[config.mk]
export PLATFORM = sky130hd
export DESIGN_NAME = fault_status_registers
export DESIGN_NICKNAME = d
export VERILOG_FILES = /design/src/rtl/fault_status_pkg.sv /design/src/rtl/fault_status_registers.sv /design/src/rtl/rc_flag_cell.sv
export SDC_FILE = /design/constraint.sdc
export NUM_CORES = 1
export LEC_CHECK = 0
export ABC_AREA = 1
export BUFFER_PORTS_ARGS = -buffer_cell sky130_fd_sc_hd__buf_2
export CORE_MARGIN = 2
export CORE_UTILIZATION = 35
export DETAILED_ROUTE_END_ITERATION = 8
export PLACE_DENSITY = 0.6
export SYNTH_ARGS = -nofsm -noshare
export SYNTH_HDL_FRONTEND = slang
export SYNTH_SLANG_ARGS = --single-unit
export TNS_END_PERCENT = 5
[constraint.sdc]
create_clock -name i_mclk -period 2 [get_ports i_mclk]
set_input_delay 0.4 -clock i_mclk [delete_from_list [all_inputs] [get_ports i_mclk]]
set_output_delay 0.4 -clock i_mclk [all_outputs]
set_load 0.1 [all_outputs]
[src/rtl/fault_status_pkg.sv]
// Constants shared by the fault status register bank.
// Assumes a single 50 MHz system clock and a synchronous active-low reset.
package fault_status_pkg;

  // ----------------------------------------------------------------
  // Register addresses
  // ----------------------------------------------------------------
  localparam logic [7:0] ADDR_CHANNEL_SUPPLY_SHORT_FLAGS = 8'h06;
  localparam logic [7:0] ADDR_GLOBAL_ERROR_FLAGS         = 8'h07;

  // ----------------------------------------------------------------
  // Field positions of global_error_flags
  // ----------------------------------------------------------------
  localparam int GE_WATCHDOG_TIMEOUT    = 7;
  localparam int GE_GROUND_LOSS         = 6;
  localparam int GE_THERMAL_SHUTDOWN    = 5;
  localparam int GE_MAIN_SUPPLY_LOCKOUT = 4;
  localparam int GE_SUPPLY_WARNING      = 3;
  localparam int GE_SUPPLY_LOW          = 2;
  localparam int GE_LOGIC_SUPPLY_LOCKOUT = 1;
  localparam int GE_INTERNAL_SUPPLY_LOST = 0;

  // ----------------------------------------------------------------
  // Field positions of channel_supply_short_flags
  // ----------------------------------------------------------------
  localparam int CH_SUPPLY_SHORT_LSB = 0;
  localparam int CH_COUNT            = 4;

  // ----------------------------------------------------------------
  // Reset values
  // ----------------------------------------------------------------
  localparam logic [7:0] GLOBAL_ERROR_RESET  = 8'h1F;
  localparam logic [3:0] CHANNEL_SHORT_RESET = 4'h0;
  localparam logic [7:0] READ_IDLE_DATA      = 8'h00;
  localparam logic [1:0] SERIAL_WATCHDOG_OFF = 2'h0;

endpackage

[src/rtl/fault_status_registers.sv]
// Read-to-clear short-to-supply and global error status registers.
// Assumes detector inputs and read strobe are synchronous to i_mclk.
`timescale 1ns/1ps
module fault_status_registers (
  input  wire logic       i_mclk,
  input  wire logic       i_rst_b,
  input  wire logic       i_ce,
  input  wire logic       i_rd_en,
  input  wire logic [7:0] i_rd_addr,
  input  wire logic [3:0] i_channel_high_side_mode,
  input  wire logic [3:0] i_channel_switch_on,
  input  wire logic [3:0] i_channel_supply_short_det,
  input  wire logic       i_fault_latch_enable,
  input  wire logic [1:0] i_serial_watchdog_timeout_select,
  input  wire logic       i_sync_watchdog_enable,
  input  wire logic       i_serial_watchdog_expired,
  input  wire logic       i_sync_watchdog_expired,
  input  wire logic       i_ground_loss_det,
  input  wire logic       i_thermal_shutdown_det,
  input  wire logic       i_main_supply_lockout_det,
  input  wire logic       i_supply_warning_det,
  input  wire logic       i_supply_low_det,
  input  wire logic       i_logic_supply_lockout_det,
  input  wire logic       i_internal_supply_lost_det,
  input  wire logic       i_supply_fault_summary_disable,
  output logic [7:0]      o_rd_data,
  output logic            o_rd_valid,
  output logic [7:0]      o_global_error_flags,
  output logic [7:0]      o_channel_supply_short_flags,
  output logic            o_communication_error_summary,
  output logic            o_supply_error_summary,
  output logic            o_overload_fault_summary
);

  // ----------------------------------------------------------------
  // Read decode
  // ----------------------------------------------------------------
  logic rd_ch;
  logic rd_gl;

  assign rd_ch = i_rd_en &
                 (i_rd_addr == fault_status_pkg::ADDR_CHANNEL_SUPPLY_SHORT_FLAGS);
  assign rd_gl = i_rd_en &
                 (i_rd_addr == fault_status_pkg::ADDR_GLOBAL_ERROR_FLAGS);

  // ----------------------------------------------------------------
  // Fault conditions
  // ----------------------------------------------------------------
  logic [3:0] ch_cond;
  logic [7:0] gl_cond;
  logic [3:0] ch_flag;
  logic [7:0] gl_flag;
  logic       serial_wd_on;

  assign serial_wd_on = i_serial_watchdog_timeout_select !=
                        fault_status_pkg::SERIAL_WATCHDOG_OFF;

  // Short seen only in high-side mode with switch off
  assign ch_cond = i_channel_high_side_mode & ~i_channel_switch_on &
                   i_channel_supply_short_det;

  // Either enabled watchdog timing out
  assign gl_cond[fault_status_pkg::GE_WATCHDOG_TIMEOUT] =
    (serial_wd_on & i_serial_watchdog_expired) |
    (i_sync_watchdog_enable & i_sync_watchdog_expired);
  // Ground loss detector
  assign gl_cond[fault_status_pkg::GE_GROUND_LOSS] = i_ground_loss_det;
  // Thermal shutdown detector
  assign gl_cond[fault_status_pkg::GE_THERMAL_SHUTDOWN] =
    i_thermal_shutdown_det;
  // Supply monitors
  assign gl_cond[fault_status_pkg::GE_MAIN_SUPPLY_LOCKOUT] =
    i_main_supply_lockout_det;
  assign gl_cond[fault_status_pkg::GE_SUPPLY_WARNING] = i_supply_warning_det;
  assign gl_cond[fault_status_pkg::GE_SUPPLY_LOW] = i_supply_low_det;
  assign gl_cond[fault_status_pkg::GE_LOGIC_SUPPLY_LOCKOUT] =
    i_logic_supply_lockout_det;
  // Internal supply monitor
  assign gl_cond[fault_status_pkg::GE_INTERNAL_SUPPLY_LOST] =
    i_internal_supply_lost_det;

  // ----------------------------------------------------------------
  // Flag cells
  // ----------------------------------------------------------------
  genvar gi;
  generate
    for (gi = 0; gi < fault_status_pkg::CH_COUNT; gi = gi + 1) begin : g_ch
      // Channel i at bit i, latch mode selectable
      rc_flag_cell #(
        .RESET_VALUE (fault_status_pkg::CHANNEL_SHORT_RESET[gi])
      ) u_cell (
        .i_mclk   (i_mclk),
        .i_rst_b  (i_rst_b),
        .i_ce     (i_ce),
        .i_latch  (i_fault_latch_enable),
        .i_cond   (ch_cond[gi]),
        .i_rd_clr (rd_ch),
        .o_flag   (ch_flag[gi])
      );
    end
    for (gi = 0; gi < 8; gi = gi + 1) begin : g_gl
      // Always latched; ground loss resets to 0
      rc_flag_cell #(
        .RESET_VALUE (fault_status_pkg::GLOBAL_ERROR_RESET[gi])
      ) u_cell (
        .i_mclk   (i_mclk),
        .i_rst_b  (i_rst_b),
        .i_ce     (i_ce),
        .i_latch  (1'b1),
        .i_cond   (gl_cond[gi]),
        .i_rd_clr (rd_gl),
        .o_flag   (gl_flag[gi])
      );
    end
  endgenerate

  // ----------------------------------------------------------------
  // Output registers
  // ----------------------------------------------------------------
  logic [7:0] rd_data_reg;
  logic [7:0] rd_data_next;
  logic       rd_valid_reg;
  logic       rd_valid_next;
  logic [7:0] gl_out_reg;
  logic [7:0] ch_out_reg;
  logic [7:0] ch_out_next;
  logic       comm_reg;
  logic       comm_next;
  logic       supply_reg;
  logic       supply_next;
  logic       overload_reg;
  logic       overload_next;

  always_comb begin
    rd_valid_next = i_rd_en;
    ch_out_next   = {4'h0, ch_flag};
    // Read data is the value held before the clear
    if (rd_ch) begin
      rd_data_next = ch_out_next;
    end else if (rd_gl) begin
      rd_data_next = gl_flag;
    end else begin
      rd_data_next = fault_status_pkg::READ_IDLE_DATA;
    end
    // Communication error summary
    comm_next = gl_flag[fault_status_pkg::GE_WATCHDOG_TIMEOUT];
    // Supply error summary
    supply_next = gl_flag[fault_status_pkg::GE_GROUND_LOSS] |
                  (~i_supply_fault_summary_disable &
                   (gl_flag[fault_status_pkg::GE_MAIN_SUPPLY_LOCKOUT] |
                    gl_flag[fault_status_pkg::GE_SUPPLY_WARNING] |
                    gl_flag[fault_status_pkg::GE_SUPPLY_LOW]));
    // Overload fault summary
    overload_next = gl_flag[fault_status_pkg::GE_THERMAL_SHUTDOWN];
  end

  always_ff @(posedge i_mclk) begin
    if (!i_rst_b) begin
      rd_data_reg  <= fault_status_pkg::READ_IDLE_DATA;
      rd_valid_reg <= 1'b0;
      gl_out_reg   <= fault_status_pkg::GLOBAL_ERROR_RESET;
      ch_out_reg   <= 8'h00;
      comm_reg     <= 1'b0;
      supply_reg   <= 1'b0;
      overload_reg <= 1'b0;
    end else if (i_ce) begin
      rd_data_reg  <= rd_data_next;
      rd_valid_reg <= rd_valid_next;
      gl_out_reg   <= gl_flag;
      ch_out_reg   <= ch_out_next;
      comm_reg     <= comm_next;
      supply_reg   <= supply_next;
      overload_reg <= overload_next;
    end
  end

  assign o_rd_data                     = rd_data_reg;
  assign o_rd_valid                    = rd_valid_reg;
  assign o_global_error_flags          = gl_out_reg;
  assign o_channel_supply_short_flags  = ch_out_reg;
  assign o_communication_error_summary = comm_reg;
  assign o_supply_error_summary        = supply_reg;
  assign o_overload_fault_summary      = overload_reg;

  // ----------------------------------------------------------------
  // Assertions
  // ----------------------------------------------------------------
  property p_channel_map;
    @(posedge i_mclk) disable iff (!i_rst_b)
      i_ce |=> o_channel_supply_short_flags == {4'h0, $past(ch_flag)};
  endproperty
  a_channel_map: assert property (p_channel_map)
    else $error("channel short flags misplaced");

  property p_short_needs_hs;
    @(posedge i_mclk) disable iff (!i_rst_b)
      (i_ce && !i_fault_latch_enable && !i_channel_high_side_mode[2])
      |=> !ch_flag[2];
  endproperty
  a_short_needs_hs: assert property (p_short_needs_hs)
    else $error("short flag set outside high-side mode");

  property p_realtime;
    @(posedge i_mclk) disable iff (!i_rst_b)
      (i_ce && !i_fault_latch_enable) |=> ch_flag == $past(ch_cond);
  endproperty
  a_realtime: assert property (p_realtime)
    else $error("real-time short flag does not follow detector");

  property p_latched_hold;
    @(posedge i_mclk) disable iff (!i_rst_b)
      (i_ce && i_fault_latch_enable && ch_flag[1] && !rd_ch)
      |=> ch_flag[1];
  endproperty
  a_latched_hold: assert property (p_latched_hold)
    else $error("latched short flag lost without a read");

  property p_global_clear;
    @(posedge i_mclk) disable iff (!i_rst_b)
      (i_ce && rd_gl) |=> gl_flag == $past(gl_cond);
  endproperty
  a_global_clear: assert property (p_global_clear)
    else $error("global read did not clear stale flags");

  property p_global_hold;
    @(posedge i_mclk) disable iff (!i_rst_b)
      (i_ce && !rd_gl) |=> (gl_flag & $past(gl_flag)) == $past(gl_flag);
  endproperty
  a_global_hold: assert property (p_global_hold)
    else $error("global flag cleared without a read");

  property p_watchdog_set;
    @(posedge i_mclk) disable iff (!i_rst_b)
      (i_ce && serial_wd_on && i_serial_watchdog_expired)
      |=> gl_flag[fault_status_pkg::GE_WATCHDOG_TIMEOUT];
  endproperty
  a_watchdog_set: assert property (p_watchdog_set)
    else $error("watchdog timeout not flagged");

  property p_watchdog_disabled;
    @(posedge i_mclk) disable iff (!i_rst_b)
      (i_ce && rd_gl && !serial_wd_on && !i_sync_watchdog_enable)
      |=> !gl_flag[fault_status_pkg::GE_WATCHDOG_TIMEOUT];
  endproperty
  a_watchdog_disabled: assert property (p_watchdog_disabled)
    else $error("watchdog flag set while watchdogs disabled");

  property p_comm_summary;
    @(posedge i_mclk) disable iff (!i_rst_b)
      i_ce |=> o_communication_error_summary ==
               $past(gl_flag[fault_status_pkg::GE_WATCHDOG_TIMEOUT]);
  endproperty
  a_comm_summary: assert property (p_comm_summary)
    else $error("communication summary wrong");

  property p_supply_summary;
    @(posedge i_mclk) disable iff (!i_rst_b)
      (i_ce && gl_flag[fault_status_pkg::GE_GROUND_LOSS])
      |=> o_supply_error_summary;
  endproperty
  a_supply_summary: assert property (p_supply_summary)
    else $error("ground loss missing from supply summary");

  property p_supply_disable;
    @(posedge i_mclk) disable iff (!i_rst_b)
      (i_ce && i_supply_fault_summary_disable)
      |=> o_supply_error_summary ==
          $past(gl_flag[fault_status_pkg::GE_GROUND_LOSS]);
  endproperty
  a_supply_disable: assert property (p_supply_disable)
    else $error("supply summary not gated by disable");

  property p_overload_summary;
    @(posedge i_mclk) disable iff (!i_rst_b)
      i_ce |=> o_overload_fault_summary ==
               $past(gl_flag[fault_status_pkg::GE_THERMAL_SHUTDOWN]);
  endproperty
  a_overload_summary: assert property (p_overload_summary)
    else $error("overload summary wrong");

  property p_read_sample;
    @(posedge i_mclk) disable iff (!i_rst_b)
      (i_ce && rd_gl) |=> o_rd_data == $past(gl_flag) && o_rd_valid;
  endproperty
  a_read_sample: assert property (p_read_sample)
    else $error("read data not the pre-clear value");

endmodule

[src/rtl/rc_flag_cell.sv]
// One read-to-clear status flag, real time or latched.
// Assumes the condition input is synchronous to i_mclk.
`timescale 1ns/1ps
module rc_flag_cell #(
  parameter logic RESET_VALUE = 1'b0
) (
  input  wire logic i_mclk,
  input  wire logic i_rst_b,
  input  wire logic i_ce,
  input  wire logic i_latch,
  input  wire logic i_cond,
  input  wire logic i_rd_clr,
  output logic      o_flag
);

  logic flag_reg;
  logic flag_next;

  // ----------------------------------------------------------------
  // Next flag value
  // ----------------------------------------------------------------
  always_comb begin
    if (!i_latch) begin
      flag_next = i_cond;
    end else if (i_rd_clr) begin
      flag_next = i_cond;
    end else begin
      flag_next = i_cond | flag_reg;
    end
  end

  // ----------------------------------------------------------------
  // Flag register
  // ----------------------------------------------------------------
  always_ff @(posedge i_mclk) begin
    if (!i_rst_b) begin
      flag_reg <= RESET_VALUE;
    end else if (i_ce) begin
      flag_reg <= flag_next;
    end
  end

  assign o_flag = flag_reg;

endmodule

## After elaboration in Yosys (flattened, before gate mapping)

Index checks and enable logic that the tools add are counted.

| word-level totals | value |
|---|---|
| flip-flop bits (word level) | 36 |
| input port bits | 38 |
| output and inout bits | 28 |
| word-level logic and storage cells | 65 |

| cells by class | value |
|---|---|
| equal/unequal tests | 2 |
| multiplexer cells | 18 |
| bitwise operators | 25 |
| reduce and logical (&&, ||, !) cells | 1 |

Operators with widths:

| cell | number |
|---|---|
| equality test 8 x 3 -> 1 bit (second input constant) | 2 |
| 2-to-1 mux 1 bit | 16 |
| 2-to-1 mux 8 bit | 2 |
| OR 1 bit | 16 |
| bitwise AND 4 bit | 2 |
| bitwise AND 1 bit | 5 |
| NOT 4 bit | 1 |
| nonzero test 2 bit | 1 |
| NOT 1 bit | 1 |

## Logic depth before layout (Yosys ltp)

Gate-level depths: netlist (run 1).

| depth | value |
|---|---|
| word-level depth | 6 |
| gate-level depth with buffers | 9 |
| mapped depth without buffers | 8 |

## Modules after synthesis

From an unflattened synthesis (run 1), not the netlist that was laid out.

| unflattened totals | value |
|---|---|
| cell total of the unflattened synthesis | 244 |
| area total of the unflattened synthesis | 1637.8 um^2 |

Modules (own cells, without submodules):

| module | instances | cells each | area an instance (um^2) |
|---|---|---|---|
| fault_status_registers | 1 | 153 | 1047.3 |
| rc_flag_cell at g_ch[0].u_cell ... | 7 | 8 | 51.3 |
| rc_flag_cell at g_gl[0].u_cell ... | 5 | 7 | 46.3 |

## Worst setup path before layout (run 1)

OpenSTA, ideal clock, no wires.

| path | value |
|---|---|
| path kind | register -> output |
| from | register gl_out_reg[5], in the netlist o_global_error_flags[5] |
| to | output port o_global_error_flags[5] |
| arrival | 1.374 ns |
| required time | 1.600 ns |
| setup slack | 0.226 ns |
| stages on the path, launching flop included | 2 |
| buffers on the path | 1 |
| cell sequence | dfxtp_1 -> buf_4 |

RTL lines:

| item | RTL line | source |
|---|---|---|
| from (decl) | fault_status_registers.sv:124 | `logic [7:0] gl_out_reg;` |
| from (signal assigned) | fault_status_registers.sv:161 | `gl_out_reg <= fault_status_pkg::GLOBAL_ERROR_RESET;` |
| from (signal assigned) | fault_status_registers.sv:169 | `gl_out_reg <= gl_flag;` |
| to (decl) | fault_status_registers.sv:28 | `output logic [7:0] o_global_error_flags,` |

No word-level cell between the ends.

## Final worst setup path (run 1)

| path | value |
|---|---|
| from | register rd_data_reg[2], in the netlist o_rd_data[2] |
| to | output port o_rd_data[2] |

RTL lines:

| item | RTL line | source |
|---|---|---|
| from (decl) | fault_status_registers.sv:120 | `logic [7:0] rd_data_reg;` |
| from (signal assigned) | fault_status_registers.sv:159 | `rd_data_reg <= fault_status_pkg::READ_IDLE_DATA;` |
| from (signal assigned) | fault_status_registers.sv:167 | `rd_data_reg <= rd_data_next;` |
| to (decl) | fault_status_registers.sv:26 | `output logic [7:0] o_rd_data,` |

No word-level cell between the ends.

==> impl_metrics.csv, run 1 <==
group,metric,value,unit
outcome,status,"completed",
clock_network,clockRootBuffer,"clkbuf_8",
final_layout,area_growth,23.8,%
synth,synth.cell_area,0.00146,mm^2
global_routing,grt_pass1_vias,1206,
synth,synth_cell_types,21,
global_routing,antenna_found_initial,0,
routing,vias,1368,
placed_design,port_buffers,61,
power_and_ir_drop,peakVddDrop,0.356,mV
floorplan,core.rowCount,23,
global_routing,grt_first_pass_wirelength,5290,um
clock_network,clkTransAtPathRegs,0.06,ns
clock_network,tritoncts,"yes",
sta,rsz0062_at_grt,"false",
sta,finalCritPeriodShare,0.732,
clock_network,clk_latency,0.28,ns
placed_design,dp_hpwl,2440,um
routing,drc_errors,0,
clock_network,cts.sink_count,34,
floorplan,fp.dieW,68.6,um
power_and_ir_drop,powerDensity,797,mW/mm^2
worst_setup_path,cp_max_fo,2,
routing,drt_wl_total,3380,um
clock_network,cts_htree_levels,2,
routing,vias_per_cell,4.62,
sta,fin_tns_setup,0,ns
worst_setup_path,cp_slowest_stage_delay,0.43,ns
sta,min_period,1.46,ns
floorplan,die_h,68.6,um
synth,yosys_warnings,0,
routing,antenna_left,0,
sta,final-setup-viol-count,0,
sta,slew_viol_final,0,
clock_network,cts_buffers,5,
power_and_ir_drop,leakagePower,0.930,nW
floorplan,core_area,0.00400,mm^2
sta,final.setup_skew,0.00106,ns
sta,timing.fmax,683,MHz
worst_setup_path,critPathSlowestCell,"buf_2",
synth,synth_cells,192,
clock_network,clockBufferDepth,2,
routing,wire_per_inst,11.4,um
final_layout,diodes,0,
worst_setup_path,cp-end-kind,"output pin",
min_path,worst_hold_path_type,"in2reg",
global_routing,grt_start_max_net_pins,30,
final_layout,final_util,0.453,
synth,seq_area_frac_synth,0.465,
synth,avgSynthCellArea,7.62,um^2
global_routing,overflow,0,
worst_setup_path,arrival,1.06,ns
sta,finalHoldViolations,0,
routing,drt_iter0_drc,43,
global_routing,track_usage,0.155,
routing,first_pass_iters,4,
placed_design,place_congestion,0.775,
worst_setup_path,crit_family,"buffers and inverters",
worst_setup_path,startpoint_type,"register",
final_layout,drive_gt1_frac,0.321,
worst_setup_path,crit_path_cell_trace,"buf_2",
floorplan,die_area,0.00471,mm^2
final_layout,fillers,446,
worst_setup_path,path_class,"reg2out",
job,max-cap-violations,0,
floorplan,initial_utilization,0.366,
final_layout,final_nets,285,
floorplan,ios,66,
clock_network,post_cts_buffers,0,
worst_setup_path,cp.required,1.60,ns
worst_setup_path,path_buf_inv,1,
clock_network,cts_hold_buffers,0,
clock_network,post_cts_resized,0,
synth,ys_ff_latch,34,
metal layers:
metal	routed length (um)	track usage
met1	1510	0.180
met2	1550	0.254
met3	239	0.0406
met4	80	0.0975
met5	0	0
per-stage QoR:
stage | setup WS (ns) | hold slack (ns) | power [mW] | cell area (um^2) | std cells
after global placement | 0.565 | 0.449 | 0.974 | 1730 | 290
after CTS | 0.522 | 0.322 | 1.46 | 1810 | 296
after detailed placement | 0.536 | 0.453 | 0.974 | 1730 | 290
after floorplan | 0.226 | 0.441 | 0.927 | 1470 | 195
after global routing | 0.486 | 0.346 | 1.51 | 1810 | 296
final | 0.535 | 0.336 | 1.44 | 1810 | 296
flip-flops by register name (all words and copies together), names as in the netlist:
| signal | flops |
|---|---|
| g_gl.u_cell.o_flag | 8 |
| o_global_error_flags | 8 |
| o_rd_data | 8 |
| g_ch.u_cell.o_flag | 4 |
| o_channel_supply_short_flags | 4 |
| o_rd_valid | 1 |
| o_supply_error_summary | 1 |
area by class of cell:
type,instances,area [um^2],area share
multi-input combinational,129,616,0.340
tap,50,62.6,0.0346
clock buffer,6,82.6,0.0456
inverter,15,56.3,0.0311
sequential,34,681,0.376
timing repair buffer,62,313,0.173
worst paths after layout:
kind	startpoint	to	slack (ns)	cells past startpoint
max	o_rd_data[2]$_SDFFE_PN0P_	o_rd_data[2]	0.54	1
min	i_supply_warning_det	g_gl[3].u_cell.o_flag$_SDFFE_PN1P_	0.34	3
max reg2reg	g_gl[3].u_cell.o_flag$_SDFFE_PN1P_	o_supply_error_summary$_SDFFE_PN0P_	1.12	4
min reg2reg	o_global_error_flags[6]$_SDFFE_PN0P_	o_global_error_flags[6]$_SDFFE_PN0P_	0.46	2
layout by cell type (no fill, tap or decap):
master and n:
o21ai_0 3, buf_4 1, nor2_1 6, o211ai_1 2, nor2_2 2, nand3_1 11
nand4_1 10, inv_1 11, a31oi_1 1, conb_1 4, nand2_1 58, buf_2 61
o21bai_1 1, a21oi_1 25, o21ai_1 1, nand4_2 2, dfxtp_1 34, clkbuf_8 6
nand3_2 2, inv_2 4, nor2_4 1
cells by family after synthesis:
family | synth area share
other | 0.00256
AO/OA/AOI/OAI | 0.119
flip-flops | 0.465
AND/OR/NAND/NOR | 0.292
buffers and inverters | 0.121
Yosys cell counts (all sizes together):
| master | number | area (um^2) |
|---|---|---|
| o21bai | 1 | 7.51 |
| o211ai | 2 | 15.0 |
| nand4 | 12 | 87.6 |
| o21ai | 4 | 20.0 |
| dfxtp | 34 | 681 |
| conb | 1 | 3.75 |
| nand3 | 13 | 75.1 |
| a31oi | 1 | 6.26 |
| nand2 | 58 | 218 |
| inv | 15 | 56.3 |
| nor2 | 9 | 46.3 |
| a21oi | 25 | 125 |
| buf | 17 | 121 |
report_power, final:
group,switching (mW),internal [mW]
registers,0.0112,0.696
clock network,0.221,0.265
logic,0.195,0.0558
Note: power is estimated with default switching activity, not from simulation.
==> run 2, diff against run 1 <==
- PLACE_DENSITY: 0.6 -> 0.63
- clock period: 2 -> 1.2 ns (I/O delays scaled with it)
==> run 2 against run 1 <==
  * Hold slack got worse by 0.17 ns
  * Via count rose by 5.2%
  * Clock skew rose by 0.0057 ns
  * Critical path depth did not move
  * Final cell count rose by 2.4%
  * Design area rose by 26%
  * First-iteration DRC count fell by 12%
  * Clock power rose by 110%
  * Critical path type unchanged
  * Largest cell class is now buffers
  * Highest routed layer unchanged
==> impl_metrics.csv, run 2 (synthesis gave the netlist of run 1 again) <==
group,metric,value,unit
floorplan,core_area,0.00400,mm^2
worst_setup_path,startpoint_type,"register",
clock_network,cts.sink_count,34,
clock_network,post_cts_resized,0,
final_layout,fillers,375,
routing,vias,1439,
worst_setup_path,arrival,0.88,ns
worst_setup_path,cp-end-kind,"output pin",
final_layout,final_cell_mix,"nand2_1, buf_2, dfxtp_1",
sta,final.setup_skew,0.00679,ns
worst_setup_path,path_buf_inv,1,
job,max-cap-violations,0,
final_layout,fin_area,0.00227,mm^2
power_and_ir_drop,leakagePower,1.07,nW
global_routing,grt_start_max_net_pins,29,
placed_design,port_buffers,61,
clock_network,cts_htree_levels,2,
placed_design,place_area,0.00217,mm^2
global_routing,grt_first_pass_wirelength,5920,um
routing,first_pass_iters,4,
placed_design,dp_hpwl,2580,um
routing,drt_wl_total,3550,um
worst_setup_path,cp.required,0.96,ns
final_layout,area_growth,55.4,%
clock_network,cts_buffers,5,
clock_network,post_cts_buffers,0,
routing,vias_per_cell,4.75,
clock_network,clockBufferDepth,2,
floorplan,die_h,68.6,um
outcome,status,"completed",
floorplan,initial_utilization,0.366,
worst_setup_path,crit_family,"flip-flops",
power_and_ir_drop,peakVddDrop,0.683,mV
worst_setup_path,cp_slowest_stage_delay,0.40,ns
routing,drc_errors,0,
worst_setup_path,cp_max_fo,2,
power_and_ir_drop,powerDensity,1200,mW/mm^2
routing,wire_per_inst,11.7,um
floorplan,core.rowCount,23,
sta,finalHoldViolations,0,
worst_setup_path,path_class,"reg2out",
placed_design,place_congestion,0.756,
global_routing,grt_pass1_vias,1317,
sta,timing.fmax,891,MHz
sta,slew_viol_final,0,
clock_network,cts_hold_buffers,0,
final_layout,final_nets,290,
clock_network,tritoncts,"yes",
clock_network,clk_latency,0.29,ns
sta,final-setup-viol-count,0,
global_routing,track_usage,0.172,
sta,min_period,1.12,ns
worst_setup_path,crit_path_cell_trace,"buf_12",
global_routing,antenna_found_initial,0,
final_layout,layout_commonest_cell,"nand2_1",
final_layout,drive_gt1_frac,0.344,
floorplan,fp.dieW,68.6,um
worst_setup_path,critPathSlowestCell,"dfxtp_1",
sta,finalCritPeriodShare,0.935,
routing,drt_iter0_drc,38,
routing,antenna_left,0,
min_path,worst_hold_path_type,"in2reg",
global_routing,overflow,0,
clock_network,clockRootBuffer,"clkbuf_8",
floorplan,die_area,0.00471,mm^2
clock_network,clkTransAtPathRegs,0.07,ns
final_layout,diodes,0,
sta,rsz0062_at_grt,"false",
floorplan,ios,66,
final_layout,final_util,0.568,
run 2: cell count changes in the layout (fill, tap and decap cells not counted), sizes merged:
cell and change:
clkbuf +1, buf +5, bufinv +1
run 2: power breakdown:
group	leakage (nW)	total, mW	internal (mW)	switching (mW)
Sequential	0.278	1.19	1.16	0.0316
Clock	0.0524	1.02	0.621	0.402
Combinational	0.736	0.504	0.175	0.330
run 2: path summary, 6_finish.rpt:
path / start / endpoint / slack (ns) / cells after the start
worst max-delay path: o_global_error_flags[4]$_SDFFE_PN1P_ / o_global_error_flags[4] / 0.08 / 1
worst min-delay path: i_main_supply_lockout_det / g_gl[4].u_cell.o_flag$_SDFFE_PN1P_ / 0.16 / 3
worst max register to register: g_gl[2].u_cell.o_flag$_SDFFE_PN1P_ / o_supply_error_summary$_SDFFE_PN0P_ / 0.31 / 4
worst min register to register: g_gl[3].u_cell.o_flag$_SDFFE_PN1P_ / g_gl[3].u_cell.o_flag$_SDFFE_PN1P_ / 0.47 / 2
run 2: final cells by class:
type / count / area (um^2) / share of cell area
Inverter: 15 / 56.3 / 0.0248
Tap cell: 50 / 62.6 / 0.0275
Timing Repair Buffer: 67 / 748 / 0.329
Clock inverter: 1 / 30.0 / 0.0132
Sequential cell: 34 / 684 / 0.301
Clock buffer: 7 / 76.3 / 0.0336
Multi-Input combinational cell: 129 / 616 / 0.271
run 2: metal layers:
metal	vias to the layer above	GRT usage	part of all wire
li1	744	-	-
met1	645	0.207	0.44
met5	-	0	0
met3	6	0.0503	0.064
met2	44	0.286	0.48
met4	0	0.0675	0.016
run 2: metrics by stage:
step	std cells	setup slack, ns	hold slack, ns	TNS, ns	total power [mW]
floorplan	195	-0.0777	0.363	-0.869	1.55
global route	303	0.0510	0.167	0	2.83
detailed placement	295	0.0650	0.454	0	1.72
global placement	295	0.0867	0.454	0	1.72
finish	303	0.0774	0.165	0	2.72
CTS	303	0.0746	0.159	0	2.74
==> run 3, diff against run 2 <==
- GPL_TIMING_DRIVEN: default -> 0
- REMOVE_ABC_BUFFERS: default -> 1
- SLEW_MARGIN: default -> 30
==> run 3 against run 2 <==
  * Register-to-register slack about the same
  * First-iteration DRC count increased by 76%
  * Maximum frequency decreased by 3.8%
  * Sequential share of layout area increased by 5.7 points
  * Highest routed layer unchanged
  * Hold slack improved by 0.00094 ns
  * Worst setup slack got worse by 0.044 ns
  * Sequential power about the same
  * Critical path type unchanged
  * Final cell count decreased by 2.3%
  * Clock-buffer cell count decreased by 1
==> impl_metrics.csv, run 3 (synthesis gave the netlist of run 1 again) <==
group,metric,value,unit
worst_setup_path,startpoint_type,"register",
worst_setup_path,cp.required,0.96,ns
final_layout,diodes,0,
sta,rsz0062_at_grt,"true",
floorplan,initial_utilization,0.366,
global_routing,track_usage,0.150,
final_layout,final_util,0.475,
routing,drt_wl_total,3260,um
final_layout,drive_gt1_frac,0.321,
global_routing,overflow,0,
final_layout,layout_commonest_cell,"nand2_1",
worst_setup_path,path_class,"reg2out",
routing,first_pass_iters,4,
sta,finalCritPeriodShare,0.973,
routing,drt_iter0_drc,67,
final_layout,final_cell_mix,"nand2_1, buf_2, dfxtp_1",
clock_network,tritoncts,"yes",
floorplan,die_area,0.00471,mm^2
routing,wire_per_inst,11.0,um
power_and_ir_drop,finalPower,2.66,mW
placed_design,place_area,0.00172,mm^2
final_layout,final_nets,284,
worst_setup_path,cp-end-kind,"output pin",
clock_network,clockBufferDepth,2,
placed_design,dp_hpwl,2180,um
power_and_ir_drop,peakVddDrop,0.584,mV
placed_design,place_congestion,0.688,
worst_setup_path,arrival,0.93,ns
routing,drc_errors,0,
floorplan,die_h,68.6,um
sta,final.setup_skew,0.00208,ns
clock_network,clk_latency,0.28,ns
placed_design,port_buffers,61,
placed_design,pre_cts_slack,-0.457,ns
sta,fin_ws,0.0330,ns
floorplan,fp.dieW,68.6,um
routing,antenna_left,0,
worst_setup_path,critPathSlowestCell,"dfxtp_1",
final_layout,area_growth,29.9,%
final_layout,instances_no_fill,296,
clock_network,clkTransAtPathRegs,0.07,ns
global_routing,grt_start_max_net_pins,35,
global_routing,grt_pass1_vias,1195,
power_and_ir_drop,powerDensity,1400,mW/mm^2
routing,vias,1359,
worst_setup_path,cp_slowest_stage_delay,0.35,ns
clock_network,cts_buffers,5,
sta,slew_viol_final,0,
min_path,worst_hold_path_type,"in2reg",
floorplan,core.rowCount,23,
clock_network,cts.sink_count,34,
power_and_ir_drop,leakagePower,0.947,nW
routing,vias_per_cell,4.59,
outcome,status,"completed",
worst_setup_path,ff2ff_setup_slack,0.31,ns
global_routing,grt_first_pass_wirelength,5190,um
floorplan,core_area,0.00400,mm^2
sta,min_period,1.17,ns
worst_setup_path,crit_path_cell_trace,"buf_4",
worst_setup_path,path_buf_inv,1,
job,max-cap-violations,0,
worst_setup_path,cp_max_fo,3,
clock_network,cts_hold_buffers,0,
worst_setup_path,crit_family,"flip-flops",
sta,timing.fmax,857,MHz
global_routing,antenna_found_initial,0,
final_layout,fin_area,0.00190,mm^2
floorplan,ios,66,
sta,final-setup-viol-count,0,
clock_network,post_cts_buffers,0,
clock_network,cts_htree_levels,2,
clock_network,clockRootBuffer,"clkbuf_8",
placed_design,placed_cells,289,
sta,finalHoldViolations,0,
## run 3: metal layers
metal	vias to the layer above	routed length [um]	share of wire	global-route usage
met4	0	30	0.0092	0.0750
li1	725	-	-	-
met2	48	1440	0.44	0.238
met3	4	262	0.080	0.0455
met1	582	1530	0.47	0.184
met5	-	0	0	0
## run 3: power breakdown
part	total, mW	internal (mW)	switching (mW)	leakage [nW]
Clock	1.05	0.664	0.391	0.0573
Sequential	1.18	1.16	0.0182	0.277
Combinational	0.429	0.104	0.325	0.613
Total	2.66	1.93	0.734	0.947
## run 3: timing repair
item	in CTS	in global routing
gates cloned	0	0
resized for setup	21	9
endpoints found under the hold margin	0	0
setup endpoints to repair	46	5
## run 3: area by class of cell
cell class	count	area, um^2
tap	50	62.6
fill	421	2100
sequential	34	681
timing repair buffer	61	372
clock buffer	6	82.6
multi-input combinational	129	616
inverter	15	56.3
clock inverter	1	30.0
## run 3: worst paths after layout
kind,from,endpoint,cells past startpoint
worst max register to register,g_gl[2].u_cell.o_flag$_SDFFE_PN1P_,o_supply_error_summary$_SDFFE_PN0P_,4
worst max-delay path,o_global_error_flags[7]$_SDFFE_PN0P_,o_communication_error_summary,1
worst min register to register,o_channel_supply_short_flags[3]$_SDFFE_PN0P_,o_channel_supply_short_flags[3]$_SDFFE_PN0P_,2
worst min-delay path,i_logic_supply_lockout_det,g_gl[1].u_cell.o_flag$_SDFFE_PN1P_,3
## run 3: through the flow
step                      hold slack, ns  setup TNS, ns
after CTS                          0.156         -0.403
after global routing               0.169        -0.0317
after global placement             0.447          -9.58
final                              0.165              0
after floorplan                    0.325          -4.64
after detailed placement           0.448         -10.17
